**config.mk**
```make
export PLATFORM = sky130hd
export DESIGN_NAME = current_sense_status_control
export DESIGN_NICKNAME = d
export VERILOG_FILES = /design/src/pkg/sense_pkg.sv /design/src/pkg/sense_if.sv /design/src/verilog/sense_hold.sv /design/src/verilog/current_sense_status_control.sv
export SDC_FILE = /design/constraint.sdc
export NUM_CORES = 1
export LEC_CHECK = 0
export BUFFER_PORTS_ARGS = -buffer_cell sky130_fd_sc_hd__clkbuf_2
export CORE_UTILIZATION = 50
export CTS_BUF_LIST = sky130_fd_sc_hd__clkbuf_8 sky130_fd_sc_hd__clkbuf_16
export DETAILED_ROUTE_END_ITERATION = 16
export PLACE_DENSITY = 0.81
export SYNTH_ARGS = -nofsm -noshare
export SYNTH_HDL_FRONTEND = slang
export SYNTH_SLANG_ARGS = --single-unit
```
**constraint.sdc**
```tcl
create_clock -name clk -period 3.5 [get_ports clk]
set_clock_uncertainty 0.1 [all_clocks]
set_input_delay 0.35 -clock clk [delete_from_list [all_inputs] [get_ports clk]]
set_output_delay 0.35 -clock clk [all_outputs]
set_load 0.01 [all_outputs]
```
**src/pkg/sense_pkg.sv**
```systemverilog
// Purpose: shared constants and types of the sense/status control block
// Assumes: 25 MHz clock, word-indexed register port with 16-bit data
// Notes:   register indices, field positions and timing counts live here
package sense_pkg;

    // register port geometry
    localparam int ADDR_W = 3;
    localparam int DATA_W = 16;

    // register indices
    localparam logic [ADDR_W-1:0] ADDR_GEN_CFG    = 3'h0;
    localparam logic [ADDR_W-1:0] ADDR_RETRY_CFG0 = 3'h1;
    localparam logic [ADDR_W-1:0] ADDR_RETRY_CFG1 = 3'h2;
    localparam logic [ADDR_W-1:0] ADDR_FAULT_STAT = 3'h3;
    localparam logic [ADDR_W-1:0] ADDR_STATE_STAT = 3'h4;
    localparam logic [ADDR_W-1:0] ADDR_IRQ_STATUS = 3'h5;
    localparam logic [ADDR_W-1:0] ADDR_IRQ_MASK   = 3'h6;

    // general configuration fields
    localparam int BIT_SENSE_SEL0 = 1;
    localparam int BIT_SENSE_SEL1 = 2;
    localparam int BIT_HOLD_EN    = 6;
    // retry configuration field
    localparam int BIT_OFFSET_POS = 8;
    // fault status field
    localparam int BIT_PREWARN    = 8;
    // state status fields, channel x at bit x
    localparam int BIT_OUT0       = 0;

    // interrupt status / mask layout
    localparam int IRQ_N          = 3;
    localparam int IRQ_PREWARN    = 0;
    localparam int IRQ_VALID      = 1;
    localparam int IRQ_SAMPLE     = 2;

    // reset values
    localparam logic [1:0]       RST_SENSE_SEL  = 2'h0;
    localparam logic             RST_HOLD_EN    = 1'h0;
    localparam logic [1:0]       RST_OFFSET_POS = 2'h0;
    localparam logic [IRQ_N-1:0] RST_IRQ_MASK   = 3'h0;

    // sense source select codes {select bit1, select bit0}
    localparam logic [1:0] SRC_NONE = 2'h0;
    localparam logic [1:0] SRC_CH0  = 2'h1;
    localparam logic [1:0] SRC_CH1  = 2'h2;
    localparam logic [1:0] SRC_TEMP = 2'h3;

    // sense code width
    localparam int SENSE_W_DEF = 10;

    // timing: settling after turn-on before the sense code is valid
    localparam int CLK_PERIOD_NS  = 40;
    localparam int SETTLE_TIME_NS = 20000;
    localparam int SETTLE_CYC     =
        (SETTLE_TIME_NS + CLK_PERIOD_NS - 1) / CLK_PERIOD_NS;

    // sensing sequence, gray coded along idle-settle-valid-held
    typedef enum logic [1:0] {
        ST_IDLE   = 2'h0,
        ST_SETTLE = 2'h1,
        ST_VALID  = 2'h3,
        ST_HELD   = 2'h2
    } sense_st_t;

endpackage : sense_pkg

```
**src/pkg/sense_if.sv**
```systemverilog
// Purpose: link between sequence control and the internal hold store
// Assumes: one clock domain
// Notes:   clear beats sample beats track inside the store
`timescale 1ns/1ps
interface sense_if #(
    parameter int SENSE_W = 10
);
    logic [SENSE_W-1:0] live;
    logic               track;
    logic               sample;
    logic               clear;
    logic [SENSE_W-1:0] held;
    logic               frozen;

    modport ctrl  (output live, track, sample, clear, input held, frozen);
    modport store (input live, track, sample, clear, output held, frozen);
endinterface : sense_if

```
**src/verilog/sense_hold.sv**
```systemverilog
// Purpose: internal sample-and-hold store for the sense code
// Assumes: controller pulses sample at the switch-off instant
// Notes:   held follows live while tracking, freezes on sample
`timescale 1ns/1ps
module sense_hold #(
    parameter int SENSE_W = 10
) (
    // clock and reset
    input wire logic clk,
    input wire logic rst_b,
    // controller side
    sense_if.store   hs
);
    typedef struct packed {
        logic [SENSE_W-1:0] held;
        logic               frozen;
    } hold_state_t;

    hold_state_t s_reg;
    hold_state_t s_next;

    always_comb begin
        s_next = s_reg;
        if (hs.clear) begin
            // emptied before the other source is acquired
            s_next.held   = '0;
            s_next.frozen = 1'b0;
        end else if (hs.sample) begin
            s_next.frozen = 1'b1;
        end else if (hs.track) begin
            s_next.held   = hs.live;
            s_next.frozen = 1'b0;
        end
    end

    always_ff @(posedge clk) begin
        if (!rst_b) begin
            s_reg <= '0;
        end else begin
            s_reg <= s_next;
        end
    end

    assign hs.held   = s_reg.held;
    assign hs.frozen = s_reg.frozen;
endmodule : sense_hold

```
**src/verilog/current_sense_status_control.sv**
```systemverilog
// Purpose: sense routing, track/hold, sense strobe, prewarning and
//          switching state status for a dual high-side switch
// Assumes: all inputs synchronous to clk; analogue sense quantities
//          arrive as digital codes, comparators as levels
// Notes:   registers on a plain word port, read data one cycle later
//
// Strobed register access and the register addresses were left to the implementer.
`timescale 1ns/1ps

// What this block does
// - hold mode keeps sense output after switch-off
// - after turn-on valid only after strobe falls
// - switch-off samples last value, strobe goes high
// - changing sensed channel discards held value
// - offset polarity bit D8 selects offset sign
// - held sample keeps polarity active at switch-off
// - normal mode sets prewarning flag over threshold
// - prewarning never switches a channel off
// - prewarning clears on read once temperature dropped
// - state status shows channels above half supply
// - synchronous strobe low from valid until switch-off
// - overcurrent window disables sensing, strobe high
module current_sense_status_control #(
    parameter int SENSE_W    = sense_pkg::SENSE_W_DEF,
    parameter int SETTLE_CYC = sense_pkg::SETTLE_CYC
) (
    // clock and reset
    input  wire logic                         clk,
    input  wire logic                         rst_b,
    // register port
    input  wire logic [sense_pkg::ADDR_W-1:0] addr,
    input  wire logic [sense_pkg::DATA_W-1:0] wr_data,
    input  wire logic                         wr_stb,
    input  wire logic                         rd_stb,
    output logic      [sense_pkg::DATA_W-1:0] rd_data,
    // channel control and comparators
    input  wire logic [1:0]                   ch_on,
    input  wire logic [1:0]                   out_above_half,
    input  wire logic [1:0]                   oc_window_active,
    input  wire logic                         normal_mode,
    input  wire logic                         temp_above_prewarn,
    // sense quantities
    input  wire logic [1:0][SENSE_W-1:0]      cur_code,
    input  wire logic [SENSE_W-1:0]           temp_code,
    input  wire logic signed [SENSE_W-1:0]    rand_offset,
    // sense output and strobe
    output logic      [SENSE_W-1:0]           sense_code,
    output logic                              sense_drive,
    output logic                              sense_valid_strobe_n,
    // interrupt
    output logic                              irq
);
    localparam int CNT_W = $clog2(SETTLE_CYC + 1);
    localparam logic [CNT_W-1:0] CNT_LAST = CNT_W'(SETTLE_CYC - 1);
    localparam int DW = sense_pkg::DATA_W;

    typedef struct packed {
        sense_pkg::sense_st_t       st;
        logic [CNT_W-1:0]           cnt;
        logic [1:0]                 on_q;
        logic [1:0]                 sense_sel;
        logic                       hold_en;
        logic [1:0]                 offset_pos;
        logic                       prewarn;
        logic [1:0]                 out_state;
        logic [sense_pkg::IRQ_N-1:0] irq_status;
        logic [sense_pkg::IRQ_N-1:0] irq_mask;
        logic [DW-1:0]              rd_data;
        logic [SENSE_W-1:0]         sense_code;
        logic                       sense_drive;
        logic                       strobe_n;
        logic                       irq;
    } ctrl_state_t;

    ctrl_state_t s_reg;
    ctrl_state_t s_next;

    sense_if #(.SENSE_W(SENSE_W)) hs ();

    sense_hold #(
        .SENSE_W (SENSE_W)
    ) u_hold (
        .clk   (clk),
        .rst_b (rst_b),
        .hs    (hs.store)
    );

    // adds or subtracts the random offset, clamped to the code range
    function automatic logic [SENSE_W-1:0] offset_apply(
        input logic [SENSE_W-1:0]        cur,
        input logic signed [SENSE_W-1:0] off,
        input logic                      pos
    );
        logic signed [SENSE_W+1:0] c;
        logic signed [SENSE_W+1:0] o;
        logic signed [SENSE_W+1:0] sum;
        c   = $signed({2'b00, cur});
        o   = off;
        sum = pos ? (c + o) : (c - o);
        if (sum[SENSE_W+1]) begin
            offset_apply = '0;
        end else if (sum[SENSE_W]) begin
            offset_apply = '1;
        end else begin
            offset_apply = sum[SENSE_W-1:0];
        end
    endfunction : offset_apply

    // per-channel live sense code with its own polarity
    logic [1:0][SENSE_W-1:0] ch_live;
    genvar gi;
    generate
        for (gi = 0; gi < 2; gi++) begin : g_ch
            assign ch_live[gi] = offset_apply(cur_code[gi], rand_offset,
                                              s_reg.offset_pos[gi]);
        end
    endgenerate

    logic                sel_is_ch;
    logic                sel_ch;
    logic                sel_on;
    logic                sel_rise;
    logic                sel_oc;
    logic [SENSE_W-1:0]  live_code;
    logic [1:0]          sel_wr;
    logic                src_change;
    logic                rd_fault;

    always_comb begin
        sel_is_ch = (s_reg.sense_sel == sense_pkg::SRC_CH0) ||
                    (s_reg.sense_sel == sense_pkg::SRC_CH1);
        sel_ch    = (s_reg.sense_sel == sense_pkg::SRC_CH1);
        sel_on    = sel_is_ch && ch_on[sel_ch];
        sel_rise  = sel_on && !s_reg.on_q[sel_ch];
        sel_oc    = sel_is_ch && oc_window_active[sel_ch];
        live_code = ch_live[sel_ch];
        sel_wr    = {wr_data[sense_pkg::BIT_SENSE_SEL1],
                     wr_data[sense_pkg::BIT_SENSE_SEL0]};
        src_change = wr_stb && (addr == sense_pkg::ADDR_GEN_CFG) &&
                     (sel_wr != s_reg.sense_sel);
        rd_fault  = rd_stb && (addr == sense_pkg::ADDR_FAULT_STAT);
    end

    // hold store steering
    always_comb begin
        hs.live   = live_code;
        hs.track  = (s_reg.st == sense_pkg::ST_VALID);
        hs.sample = (s_reg.st == sense_pkg::ST_VALID) && !sel_on &&
                    s_reg.hold_en && !src_change;
        hs.clear  = src_change;
    end

    logic [sense_pkg::IRQ_N-1:0] ev;
    logic                        enter_valid;
    logic                        prewarn_set;

    always_comb begin
        s_next      = s_reg;
        ev          = '0;
        enter_valid = 1'b0;
        s_next.on_q = ch_on;
        s_next.out_state = out_above_half;

        // sensing sequence for the selected channel
        unique case (s_reg.st)
            sense_pkg::ST_IDLE: begin
                s_next.cnt = '0;
                if (sel_rise) begin
                    s_next.st = sense_pkg::ST_SETTLE;
                end
            end
            sense_pkg::ST_SETTLE: begin
                if (!sel_on) begin
                    s_next.st = s_reg.hold_en && hs.frozen ?
                                sense_pkg::ST_HELD : sense_pkg::ST_IDLE;
                end else if (sel_oc) begin
                    s_next.cnt = '0;
                end else if (s_reg.cnt == CNT_LAST) begin
                    s_next.st   = sense_pkg::ST_VALID;
                    enter_valid = 1'b1;
                end else begin
                    s_next.cnt = s_reg.cnt + CNT_W'(1);
                end
            end
            sense_pkg::ST_VALID: begin
                if (!sel_on) begin
                    s_next.st = s_reg.hold_en ? sense_pkg::ST_HELD
                                              : sense_pkg::ST_IDLE;
                end else if (sel_oc) begin
                    s_next.st  = sense_pkg::ST_SETTLE;
                    s_next.cnt = '0;
                end
            end
            sense_pkg::ST_HELD: begin
                s_next.cnt = '0;
                if (!s_reg.hold_en) begin
                    s_next.st = sense_pkg::ST_IDLE;
                end else if (sel_rise) begin
                    s_next.st = sense_pkg::ST_SETTLE;
                end
            end
        endcase

        // a new source is re-acquired from a fresh turn-on
        if (src_change) begin
            s_next.st  = sense_pkg::ST_IDLE;
            s_next.cnt = '0;
        end

        // sense output, strobe low only while a valid code is driven
        s_next.strobe_n    = 1'b1;
        s_next.sense_drive = 1'b0;
        s_next.sense_code  = '0;
        if (s_reg.sense_sel == sense_pkg::SRC_TEMP) begin
            s_next.sense_drive = 1'b1;
            s_next.sense_code  = temp_code;
        end else if (s_next.st == sense_pkg::ST_VALID) begin
            s_next.strobe_n    = 1'b0;
            s_next.sense_drive = 1'b1;
            s_next.sense_code  = live_code;
        end else if (s_next.st == sense_pkg::ST_HELD) begin
            s_next.sense_drive = 1'b1;
            s_next.sense_code  = hs.frozen ? hs.held : live_code;
        end
        if (sel_oc) begin
            s_next.strobe_n    = 1'b1;
            s_next.sense_drive = 1'b0;
            s_next.sense_code  = '0;
        end

        // prewarning flag, set wins over clear-on-read
        prewarn_set    = normal_mode && temp_above_prewarn;
        s_next.prewarn = prewarn_set ||
                         (s_reg.prewarn &&
                          !(rd_fault && !temp_above_prewarn));

        // register writes
        if (wr_stb) begin
            unique case (addr)
                sense_pkg::ADDR_GEN_CFG: begin
                    s_next.sense_sel = sel_wr;
                    s_next.hold_en   = wr_data[sense_pkg::BIT_HOLD_EN];
                end
                sense_pkg::ADDR_RETRY_CFG0: begin
                    s_next.offset_pos[0] =
                        wr_data[sense_pkg::BIT_OFFSET_POS];
                end
                sense_pkg::ADDR_RETRY_CFG1: begin
                    s_next.offset_pos[1] =
                        wr_data[sense_pkg::BIT_OFFSET_POS];
                end
                sense_pkg::ADDR_IRQ_STATUS: begin
                    s_next.irq_status = s_reg.irq_status &
                                        ~wr_data[sense_pkg::IRQ_N-1:0];
                end
                sense_pkg::ADDR_IRQ_MASK: begin
                    s_next.irq_mask = wr_data[sense_pkg::IRQ_N-1:0];
                end
                default: begin
                end
            endcase
        end

        // sticky events, set after clear so the set wins
        ev[sense_pkg::IRQ_PREWARN] = prewarn_set && !s_reg.prewarn;
        ev[sense_pkg::IRQ_VALID]   = enter_valid;
        ev[sense_pkg::IRQ_SAMPLE]  = hs.sample;
        s_next.irq_status = s_next.irq_status | ev;
        s_next.irq = |(s_next.irq_status & s_next.irq_mask);

        // read data, one cycle after the strobe, zero otherwise
        s_next.rd_data = '0;
        if (rd_stb) begin
            unique case (addr)
                sense_pkg::ADDR_GEN_CFG: begin
                    s_next.rd_data[sense_pkg::BIT_SENSE_SEL0] =
                        s_reg.sense_sel[0];
                    s_next.rd_data[sense_pkg::BIT_SENSE_SEL1] =
                        s_reg.sense_sel[1];
                    s_next.rd_data[sense_pkg::BIT_HOLD_EN] = s_reg.hold_en;
                end
                sense_pkg::ADDR_RETRY_CFG0: begin
                    s_next.rd_data[sense_pkg::BIT_OFFSET_POS] =
                        s_reg.offset_pos[0];
                end
                sense_pkg::ADDR_RETRY_CFG1: begin
                    s_next.rd_data[sense_pkg::BIT_OFFSET_POS] =
                        s_reg.offset_pos[1];
                end
                sense_pkg::ADDR_FAULT_STAT: begin
                    s_next.rd_data[sense_pkg::BIT_PREWARN] = s_reg.prewarn;
                end
                sense_pkg::ADDR_STATE_STAT: begin
                    s_next.rd_data[sense_pkg::BIT_OUT0 +: 2] =
                        s_reg.out_state;
                end
                sense_pkg::ADDR_IRQ_STATUS: begin
                    s_next.rd_data[sense_pkg::IRQ_N-1:0] = s_reg.irq_status;
                end
                sense_pkg::ADDR_IRQ_MASK: begin
                    s_next.rd_data[sense_pkg::IRQ_N-1:0] = s_reg.irq_mask;
                end
                default: begin
                end
            endcase
        end
    end

    // no path from the prewarning flag reaches channel control
    always_ff @(posedge clk) begin
        if (!rst_b) begin
            s_reg            <= '0;
            s_reg.st         <= sense_pkg::ST_IDLE;
            s_reg.sense_sel  <= sense_pkg::RST_SENSE_SEL;
            s_reg.hold_en    <= sense_pkg::RST_HOLD_EN;
            s_reg.offset_pos <= sense_pkg::RST_OFFSET_POS;
            s_reg.irq_mask   <= sense_pkg::RST_IRQ_MASK;
            s_reg.strobe_n   <= 1'b1;
        end else begin
            s_reg <= s_next;
        end
    end

    assign rd_data              = s_reg.rd_data;
    assign sense_code           = s_reg.sense_code;
    assign sense_drive          = s_reg.sense_drive;
    assign sense_valid_strobe_n = s_reg.strobe_n;
    assign irq                  = s_reg.irq;
endmodule : current_sense_status_control

```
==> results.tsv, run 1 <==
stage	metric	value	unit
critical_path	crit_type	input pin to flip-flop	
yosys	async_flop_share	0	%
global_route	grtUsageTotal	23.0	%
drt	wire_per_inst	14.1	um
clock_network	cts_max_level	2	
flow_run	maxCapViolCount	0	
worst_hold_path	hp-start	out_above_half[1]	
place	gp_congestion	0.920	
worst_hold_path	hold_depth	2	
place	preCtsSetupSlack	-136	ps
clock_network	cts_hold_buf	0	
critical_path	max_stage_delay	420	ps
sta	rsz0062_at_grt	false	
cells_and_area	antenna_cells	0	
place	portBuffers	77	
clock_network	cts_tree	built	
critical_path	slowest_stage	a2111oi_4	
drt	dr_total_vias	3984	
clock_network	clock-root-buffer	clkbuf_8	
drt	avgViaCountPerCell	5.63	
global_route	grt_pass1_wl	16400	um
critical_path	ff2ff_path_depth	11	
critical_path	crit_family	compound AO/OA/AOI/OAI gates	
global_route	grt_pass1_vias	3756	
cells_and_area	utilization	59.5	%
clock_network	cts_buffers	5	
critical_path	required	3660	ps
floorplan	ioPinCount	100	
yosys	synth_top_flop_cell	dfxtp_1	
critical_path	crit_chain	clkbuf_2 > inv_1 > ha_1 > nor3b_2 > and2_4 > nor2_1 > xor2_1 > ha_1 > a2111oi_4 > o21a_1 > o21ai_2 > a2111oi_4 > a31oi_4 > o22a_1 > a311oi_1 > a221o_1	
worst_hold_path	hold_path_end	s_reg[36]	
floorplan	die-area	8970	um2
cells_and_area	layout_commonest_cell	clkbuf_2	
yosys	yosys.cell_types.count	63	
yosys	synth_edf_count	0	
clock_network	clk_pin_slew	100	ps
critical_path	path_buf_inv	2	
critical_path	cp-start-kind	input pin	
power_and_ir_drop	ir_worst_vdd	0.196	mV
power_and_ir_drop	p_leak	2.02	nW
cells_and_area	area_delta_synth_final	14.4	%
global_route	antenna_found_initial	0	
drt	drtAntennaViolNets	0	
sta	hold_viol	0	
yosys	synthCells	529	
yosys	avgSynthCellArea	8.13	um2
cells_and_area	drive_above_1_share	23.1	%
drt	drc	0	
cells_and_area	mostFrequentLayoutCells	clkbuf_2, nor2_1, dfxtp_1	
floorplan	dieWidth	94.7	um
drt	wl	9990	um
floorplan	core-area	8260	um2
floorplan	rows	33	
critical_path	cp_num_cells	16	
drt	drtPass1Iterations	4	
sta	period_needed	3300	ps
clock_network	clock_latency	310	ps
sta	setup_viol	0	
global_route	grt-ovfl-total	0	
cells_and_area	largest_reg_flops	27	
critical_path	worstReg2RegStart	s_reg[39]	
clock_network	cts.sinks	56	
yosys	synth-seq-cells	56	
place	dp_hpwl	8070	um
sta	worst_hold_slack	143	ps
critical_path	r2r_setup_slack	240	ps
critical_path	worst_r2r_endpoint	sense_code[8]	
power_and_ir_drop	power_density	316	nW/um2
sta	fin_ws	202	ps
floorplan	start_util	52.1	%
critical_path	arrival	3460	ps
sta	fmax	303	MHz
status	status	complete, no violations	
yosys	syn_area	4300	um2
yosys	yosys_warnings	0	
global_route	grt_max_degree	23	
sta	maxSlewViolCount	0	
worst_hold_path	hold_class	input pin to flip-flop	
sta	slew_headroom	30.9	%
clock_network	clock_tree.buffer_depth	2	
sta	fin_crit_sh	94.2	%
cells_and_area	nets	701	
drt	first_iter_violations	185	
critical_path	end_kind	flip-flop	
floorplan	die_y	94.7	um
sta	worst_slew_pin_slew	1030	ps
yosys	seq_area_frac_synth	26.1	%
critical_path	worst-path-max-fanout	10	
routing by layer:
layer	GRT usage (%)	up-vias	wire length, um
met5	0	-	0
met4	8.08	0	178
met3	4.91	17	539
met2	40.3	103	4830
met1	27.5	1855	4450
li1	-	2009	-
kinds of logic after synthesis:
family | share of synthesized area (%)
flip-flops | 26.1
other | 0.0872
XOR/XNOR | 7.13
AND/OR/NAND/NOR | 21.2
adder cells (fa/ha/maj) | 8.50
multiplexers | 4.34
AO/OA/AOI/OAI | 23.9
buffers and inverters | 8.82
how the worst max path moves through the flow:
stage                   start       endpoint  slack (ps)
4_1_cts        rand_offset[0]  sense_code[2]         180
6_report       rand_offset[0]  sense_code[2]         200
3_3_place_gp   rand_offset[0]  sense_code[2]         -70
3_5_place_dp   rand_offset[0]  sense_code[2]        -140
5_1_grt        rand_offset[0]  sense_code[5]          10
2_1_floorplan  rand_offset[0]  sense_code[2]         160
synthesized netlist by cell type (7+ instances only):
cell      count  area, um2
a211oi_1     17        128
a21oi_1      27        135
a31oi_1      12       75.1
and2_1       10       62.6
buf_4        27        203
clkbuf_1     17       63.8
dfxtp_1      56       1120
ha_1         26        325
inv_1        25       93.8
mux2i_1      13        130
nand2_1      26       97.6
nor2_1       62        233
nor2b_1      13       81.3
nor3_1       16       80.1
o21ai_0      16       80.1
or3_1         7       43.8
xnor2_1      15        131
xor2_1       20        175
where the power goes:
part / leakage, nW / internal (mW) / switching, mW
Sequential: 0.453 / 0.643 / 0.00486
Clock: 0.0593 / 0.210 / 0.199
Combinational: 1.51 / 0.225 / 0.271
Total: 2.02 / 1.08 / 0.475
stage by stage:
step                      power (mW)  TNS (ps)  std cells  cell area, um2
after detailed placement        1.14      -784        700            4770
after global routing            1.63         0        708            4920
after global placement          1.13      -132        700            4770
final                           1.55         0        708            4920
after CTS                       1.55         0        708            4880
after floorplan                0.993         0        539            4340
cell type report:
cell class	count	area (um2)
fillers	746	3340
multi-input cells	410	2870
flip-flops and latches	56	1120
repair buffers	104	588
well taps	105	131
inverters	25	93.8
clock buffers	5	68.8
clock inverters	3	38.8
repair_timing:
| action | CTS | global route |
|---|---|---|
| setup endpoints to repair | 0 | 6 |
| resized for setup | 0 | 9 |
| setup buffers | 0 | 0 |
Note: power is estimated with default switching activity, not from simulation.
==> inputs of run 2 (changes only) <==
CORE_MARGIN = 1.5   (was not set)
==> results.tsv, run 2 (same netlist as run 1, synthesis figures left out) <==
stage	metric	value	unit
drt	drtPass1Iterations	5	
cells_and_area	final_cells	705	
cells_and_area	antenna_cells	0	
cells_and_area	multi_input_comb_area	2890	um2
clock_network	cts_buffers	5	
sta	fmax	307	MHz
global_route	grt_pass1_vias	3808	
worst_hold_path	hold_class	input pin to flip-flop	
clock_network	clock-root-buffer	clkbuf_8	
floorplan	ioPinCount	100	
power_and_ir_drop	p_leak	2.00	nW
clock_network	cts.sinks	56	
sta	fin_crit_sh	93.0	%
sta	period_needed	3250	ps
drt	avgViaCountPerCell	5.76	
global_route	antenna_found_initial	0	
critical_path	ff2ff_path_depth	11	
worst_hold_path	hp-start	out_above_half[1]	
drt	wl	10300	um
cells_and_area	layout_commonest_cell	clkbuf_2	
worst_hold_path	hold_path_end	s_reg[36]	
clock_network	cts_max_level	2	
cells_and_area	largest_reg_flops	27	
clock_network	clock_tree.buffer_depth	2	
sta	rsz0062_at_grt	false	
place	detailed_place.area	4760	um2
floorplan	rows	33	
cells_and_area	regArea	1120	um2
cells_and_area	fill_cells	752	
drt	drc	0	
place	portBuffers	77	
clock_network	clock_latency	300	ps
global_route	grt_pass1_wl	17100	um
global_route	grtUsageTotal	23.3	%
drt	dr_total_vias	4059	
clock_network	cts_tree	built	
critical_path	end_kind	flip-flop	
cells_and_area	area_delta_synth_final	14.1	%
critical_path	worst-path-max-fanout	9	
floorplan	start_util	52.1	%
critical_path	crit_type	input pin to flip-flop	
worst_hold_path	hold_depth	2	
cells_and_area	nets	699	
power_and_ir_drop	power	1.51	mW
sta	hold_viol	0	
critical_path	cp-start-kind	input pin	
critical_path	worst_r2r_endpoint	sense_code[4]	
drt	first_iter_violations	296	
sta	fin_tns_setup	0	ps
drt	drtAntennaViolNets	0	
clock_network	clk_pin_slew	90	ps
floorplan	die_y	95.7	um
status	status	complete, no violations	
power_and_ir_drop	ir_worst_vdd	0.182	mV
sta	slew_headroom	26.0	%
sta	setup_viol	0	
floorplan	die-area	9160	um2
drt	wire_per_inst	14.6	um
sta	maxSlewViolCount	0	
place	gp_congestion	0.924	
global_route	grt-ovfl-total	0	
critical_path	r2r_setup_slack	280	ps
critical_path	required	3590	ps
power_and_ir_drop	power_density	308	nW/um2
floorplan	core-area	8260	um2
cells_and_area	design_area	4900	um2
sta	worst_slew_pin_slew	1110	ps
cells_and_area	drive_above_1_share	22.8	%
critical_path	worstReg2RegStart	s_reg[39]	
floorplan	dieWidth	95.7	um
clock_network	post_cts_buffers	0	
place	post-place-cells	698	
place	dp_hpwl	8220	um
cells_and_area	mostFrequentLayoutCells	clkbuf_2, nor2_1, dfxtp_1	
global_route	grt_max_degree	23	
flow_run	maxCapViolCount	0	
critical_path	arrival	3350	ps
[run 2: final cells by class]
class                   instances  area share, %
multi-input cells             410           58.9
flip-flops and latches         56           22.9
repair buffers                102           11.7
well taps                     105           2.68
clock buffers                   7           1.96
inverters                      25           1.91
[run 2: worst max-delay path, stage by stage]
cell and delay [ps]:
clkbuf_2 90, inv_1 40, ha_1 200, buf_4 140, nor2_1 100, xor2_1 170, ha_1 260, nor2b_1 160
o31ai_1 430, a211oi_2 180, o21a_2 300, a211oi_1 310, o22ai_1 210, o311a_1 150, a221o_1 260
[run 2: worst max-delay path by stage]
stage | cells past startpoint | start | slack (ps) | endpoint
after floorplan | 15 | rand_offset[0] | 160 | sense_code[2]
after global placement | 16 | rand_offset[0] | -60 | sense_code[2]
after detailed placement | 16 | rand_offset[0] | -200 | sense_code[2]
after CTS | 16 | rand_offset[0] | 110 | sense_code[2]
after global routing | 14 | rand_offset[2] | 6 | sense_code[1]
final | 15 | rand_offset[0] | 250 | sense_code[4]
[run 2: per-layer routing]
metal / global-route usage [%] / share of wire (%) / vias to the layer above / routed length, um
met3: 4.82 / 6.5 / 21 / 667
met1: 29.4 / 44 / 1911 / 4500
li1: - / - / 2000 / -
met4: 6.86 / 1.6 / 0 / 163
met2: 39.7 / 48 / 127 / 4950
met5: 0 / 0 / - / 0
[run 2: repair_timing]
item / in CTS / in global routing
resized for setup: 0 / 11
hold buffers: 0 / 0
setup endpoints to repair: 0 / 9
[run 2: report_power, final]
group	leakage [nW]	switching [mW]	total (mW)	internal [mW]
logic	1.50	0.271	0.492	0.221
clock network	0.0503	0.193	0.369	0.177
registers	0.453	0.00479	0.648	0.643
[run 2: per-stage QoR]
stage,util (%),hold WS [ps],setup slack (ps)
after global placement,57.6,367,-64.4
after global routing,59.4,150,5.72
after floorplan,-,352,164
after detailed placement,57.6,377,-205
after CTS,58.8,146,113
final,59.4,147,246
==> inputs of run 3 (changes only) <==
SYNTH_HIERARCHICAL = 1   (was not set)
==> results.tsv, run 3 <==
stage	metric	value	unit
status	status	complete, no violations	
floorplan	ioPinCount	100	
drt	drc	0	
critical_path	end_kind	flip-flop	
critical_path	r2r_setup_slack	210	ps
sta	slew_headroom	57.0	%
cells_and_area	area_delta_synth_final	15.0	%
sta	maxSlewViolCount	0	
yosys	synth_common_cells	dfxtp_1, nand2_1, nor2_1, a21oi_1, buf_4	
place	dp_hpwl	8030	um
cells_and_area	layout_commonest_cell	clkbuf_2	
clock_network	clock_tree.buffer_depth	2	
clock_network	cts_max_level	2	
sta	fmax	301	MHz
global_route	grt_pass1_wl	16000	um
global_route	grt_pass1_vias	3635	
sta	fin_crit_sh	94.8	%
floorplan	start_util	52.1	%
yosys	yosys_warnings	6	
worst_hold_path	hold_class	input pin to flip-flop	
drt	avgViaCountPerCell	5.60	
critical_path	worstReg2RegStart	s_reg[39]	
place	post-place-cells	718	
place	gp_congestion	0.936	
sta	worst_hold_slack	121	ps
drt	drtAntennaViolNets	0	
yosys	syn_area	4300	um2
yosys	synth_top_family_by_area	simple AND/OR/NAND/NOR gates	
critical_path	crit_type	input pin to flip-flop	
worst_hold_path	hold_depth	3	
clock_network	clock-root-buffer	clkbuf_8	
yosys	yosys.cell_types.count	63	
yosys	synth_compound_area_share	21.1	%
floorplan	rows	33	
drt	wl_met3	621	um
yosys	synthCells	542	
sta	worst_slew_pin_slew	644	ps
cells_and_area	mostFrequentLayoutCells	clkbuf_2, dfxtp_1, nand2_1	
global_route	grt-ovfl-total	0	
power_and_ir_drop	power	1.58	mW
sta	period_needed	3320	ps
clock_network	post_cts_buffers	0	
critical_path	arrival	3460	ps
clock_network	cts_tree	built	
floorplan	die-area	9170	um2
global_route	grt_max_degree	21	
global_route	antenna_found_initial	0	
cells_and_area	fill_cells	765	
yosys	synth_fa_ha_area_share	8.49	%
drt	met1_length	4380	um
floorplan	die_y	95.8	um
yosys	synthSimpleGateAreaFrac	21.8	%
yosys	async_flop_share	0	%
yosys	synth_xor_area_share	7.94	%
cells_and_area	drive_above_1_share	22.3	%
cells_and_area	final_cells	727	
drt	dr_wl_met2	4900	um
clock_network	cts.sinks	56	
clock_network	clock_latency	320	ps
yosys	yosysMostFrequentCell	dfxtp_1	
yosys	synthMuxAreaShare	5.90	%
yosys	netlist.area_leader.share	26.1	%
power_and_ir_drop	ir_worst_vdd	0.201	mV
yosys	avgSynthCellArea	7.94	um2
cells_and_area	largest_reg_flops	27	
worst_hold_path	hold_path_end	sense_code[0]	
yosys	synth_largest_area_cell	dfxtp_1	
floorplan	dieWidth	95.8	um
sta	setup_viol	0	
critical_path	worst_r2r_endpoint	sense_code[9]	
cells_and_area	antenna_cells	0	
cells_and_area	nets	720	
power_and_ir_drop	power_density	320	nW/um2
critical_path	cp-start-kind	input pin	
drt	first_iter_violations	195	
critical_path	ff2ff_path_depth	12	
yosys	seq_area_frac_synth	26.1	%
flow_run	maxCapViolCount	0	
clock_network	clk_pin_slew	110	ps
clock_network	cts_buffers	5	
critical_path	worst-path-max-fanout	11	
power_and_ir_drop	p_leak	2.14	nW
drt	drtPass1Iterations	5	
worst_hold_path	hp-start	temp_code[0]	
sta	hold_viol	0	
drt	wl	10100	um
yosys	synth_edf_count	0	
yosys	synth_top_flop_cell	dfxtp_1	
floorplan	core-area	8260	um2
yosys	synth-seq-cells	56	
drt	dr_total_vias	4071	
drt	wire_per_inst	13.9	um
global_route	grtUsageTotal	21.7	%
critical_path	required	3640	ps
yosys	synthTopCellsByArea	dfxtp_1, ha_1, xor2_1	
place	portBuffers	77	
drt	maxUsedRoutingLayer	met4	
-- run 3: cell count changes after synthesis, sizes merged, moves of 7 or more --
cell	before	now
a31oi	13	22
nand2	26	55
mux2i	13	22
nor3	20	12
a211oi	17	5
xor2	20	27
o22ai	3	11
nor2	62	51
-- run 3: worst max-delay path, stage by stage --
cell and delay, ps:
clkbuf_2 140, inv_1 60, ha_1 210, buf_4 160, and2_1 180, a21oi_1 180, xor2_1 210, ha_1 280
and2_1 160, o21ai_1 200, o311ai_2 160, buf_4 160, a21oi_1 140, o21ai_0 100, buf_4 190, o22ai_1 260
mux2i_1 130, o21ai_0 190
-- run 3: how the worst max path moves through the flow --
stage | endpoint | startpoint | slack [ps] | cells past startpoint
finish | sense_code[9] | rand_offset[0] | 180 | 18
global route | u_hold/hs.held[8] | rand_offset[0] | -30 | 16
CTS | sense_code[9] | rand_offset[0] | 3 | 17
detailed placement | sense_code[9] | rand_offset[0] | -290 | 17
global placement | sense_code[9] | rand_offset[2] | -110 | 13
floorplan | sense_code[3] | rand_offset[0] | 80 | 15
-- run 3: repair_timing --
action | 4_1_cts | 5_1_grt
setup endpoints to repair | 0 | 20
hold buffers | 0 | 0
endpoints found under the hold margin | 0 | 0
gates resized for setup | 0 | 10
-- run 3: cell type report --
type                    instances  area, um2  share of cell area (%)
clock buffers                   5       68.8                    1.39
well taps                     105        131                    2.66
repair buffers                107        611                    12.3
clock inverters                 3       28.8                   0.582
multi-input cells             427       2890                    58.5
inverters                      24       90.1                    1.82
flip-flops and latches         56       1120                    22.7
-- run 3: power breakdown --
part | switching [mW] | internal [mW] | total, mW
logic | 0.310 | 0.243 | 0.553
registers | 0.00429 | 0.644 | 0.648
clock network | 0.230 | 0.152 | 0.381
total | 0.544 | 1.04 | 1.58
-- run 3: kinds of logic (layout without fill, tap and decap cells) --
| logic type | count (synthesis) | in the layout |
|---|---|---|
| compound gates | 134 | 134 |
| mux | 25 | 25 |
| xor+xnor | 39 | 39 |
| other cells | 1 | 11 |
| buf+inv | 70 | 139 |
| fa+ha+maj | 28 | 28 |
| flops | 56 | 56 |
| simple gates | 189 | 190 |
-- run 3: per-stage QoR --
stage                     instance area, um2  util [%]  TNS (ps)  worst slack [ps]
final                                   4940      59.9         0               182
after global routing                    4940      59.9     -30.5             -29.0
after CTS                               4900      59.3         0              2.51
after detailed placement                4800      58.1     -3870              -292
after global placement                  4800      58.1      -907              -114
after floorplan                         4340         -         0              78.4
-- run 3: routing by layer --
layer,track usage [%],up-vias
met2,37.5,130
li1,-,2047
met3,3.71,20
met5,0,-
met4,6.37,0
met1,27.5,1874
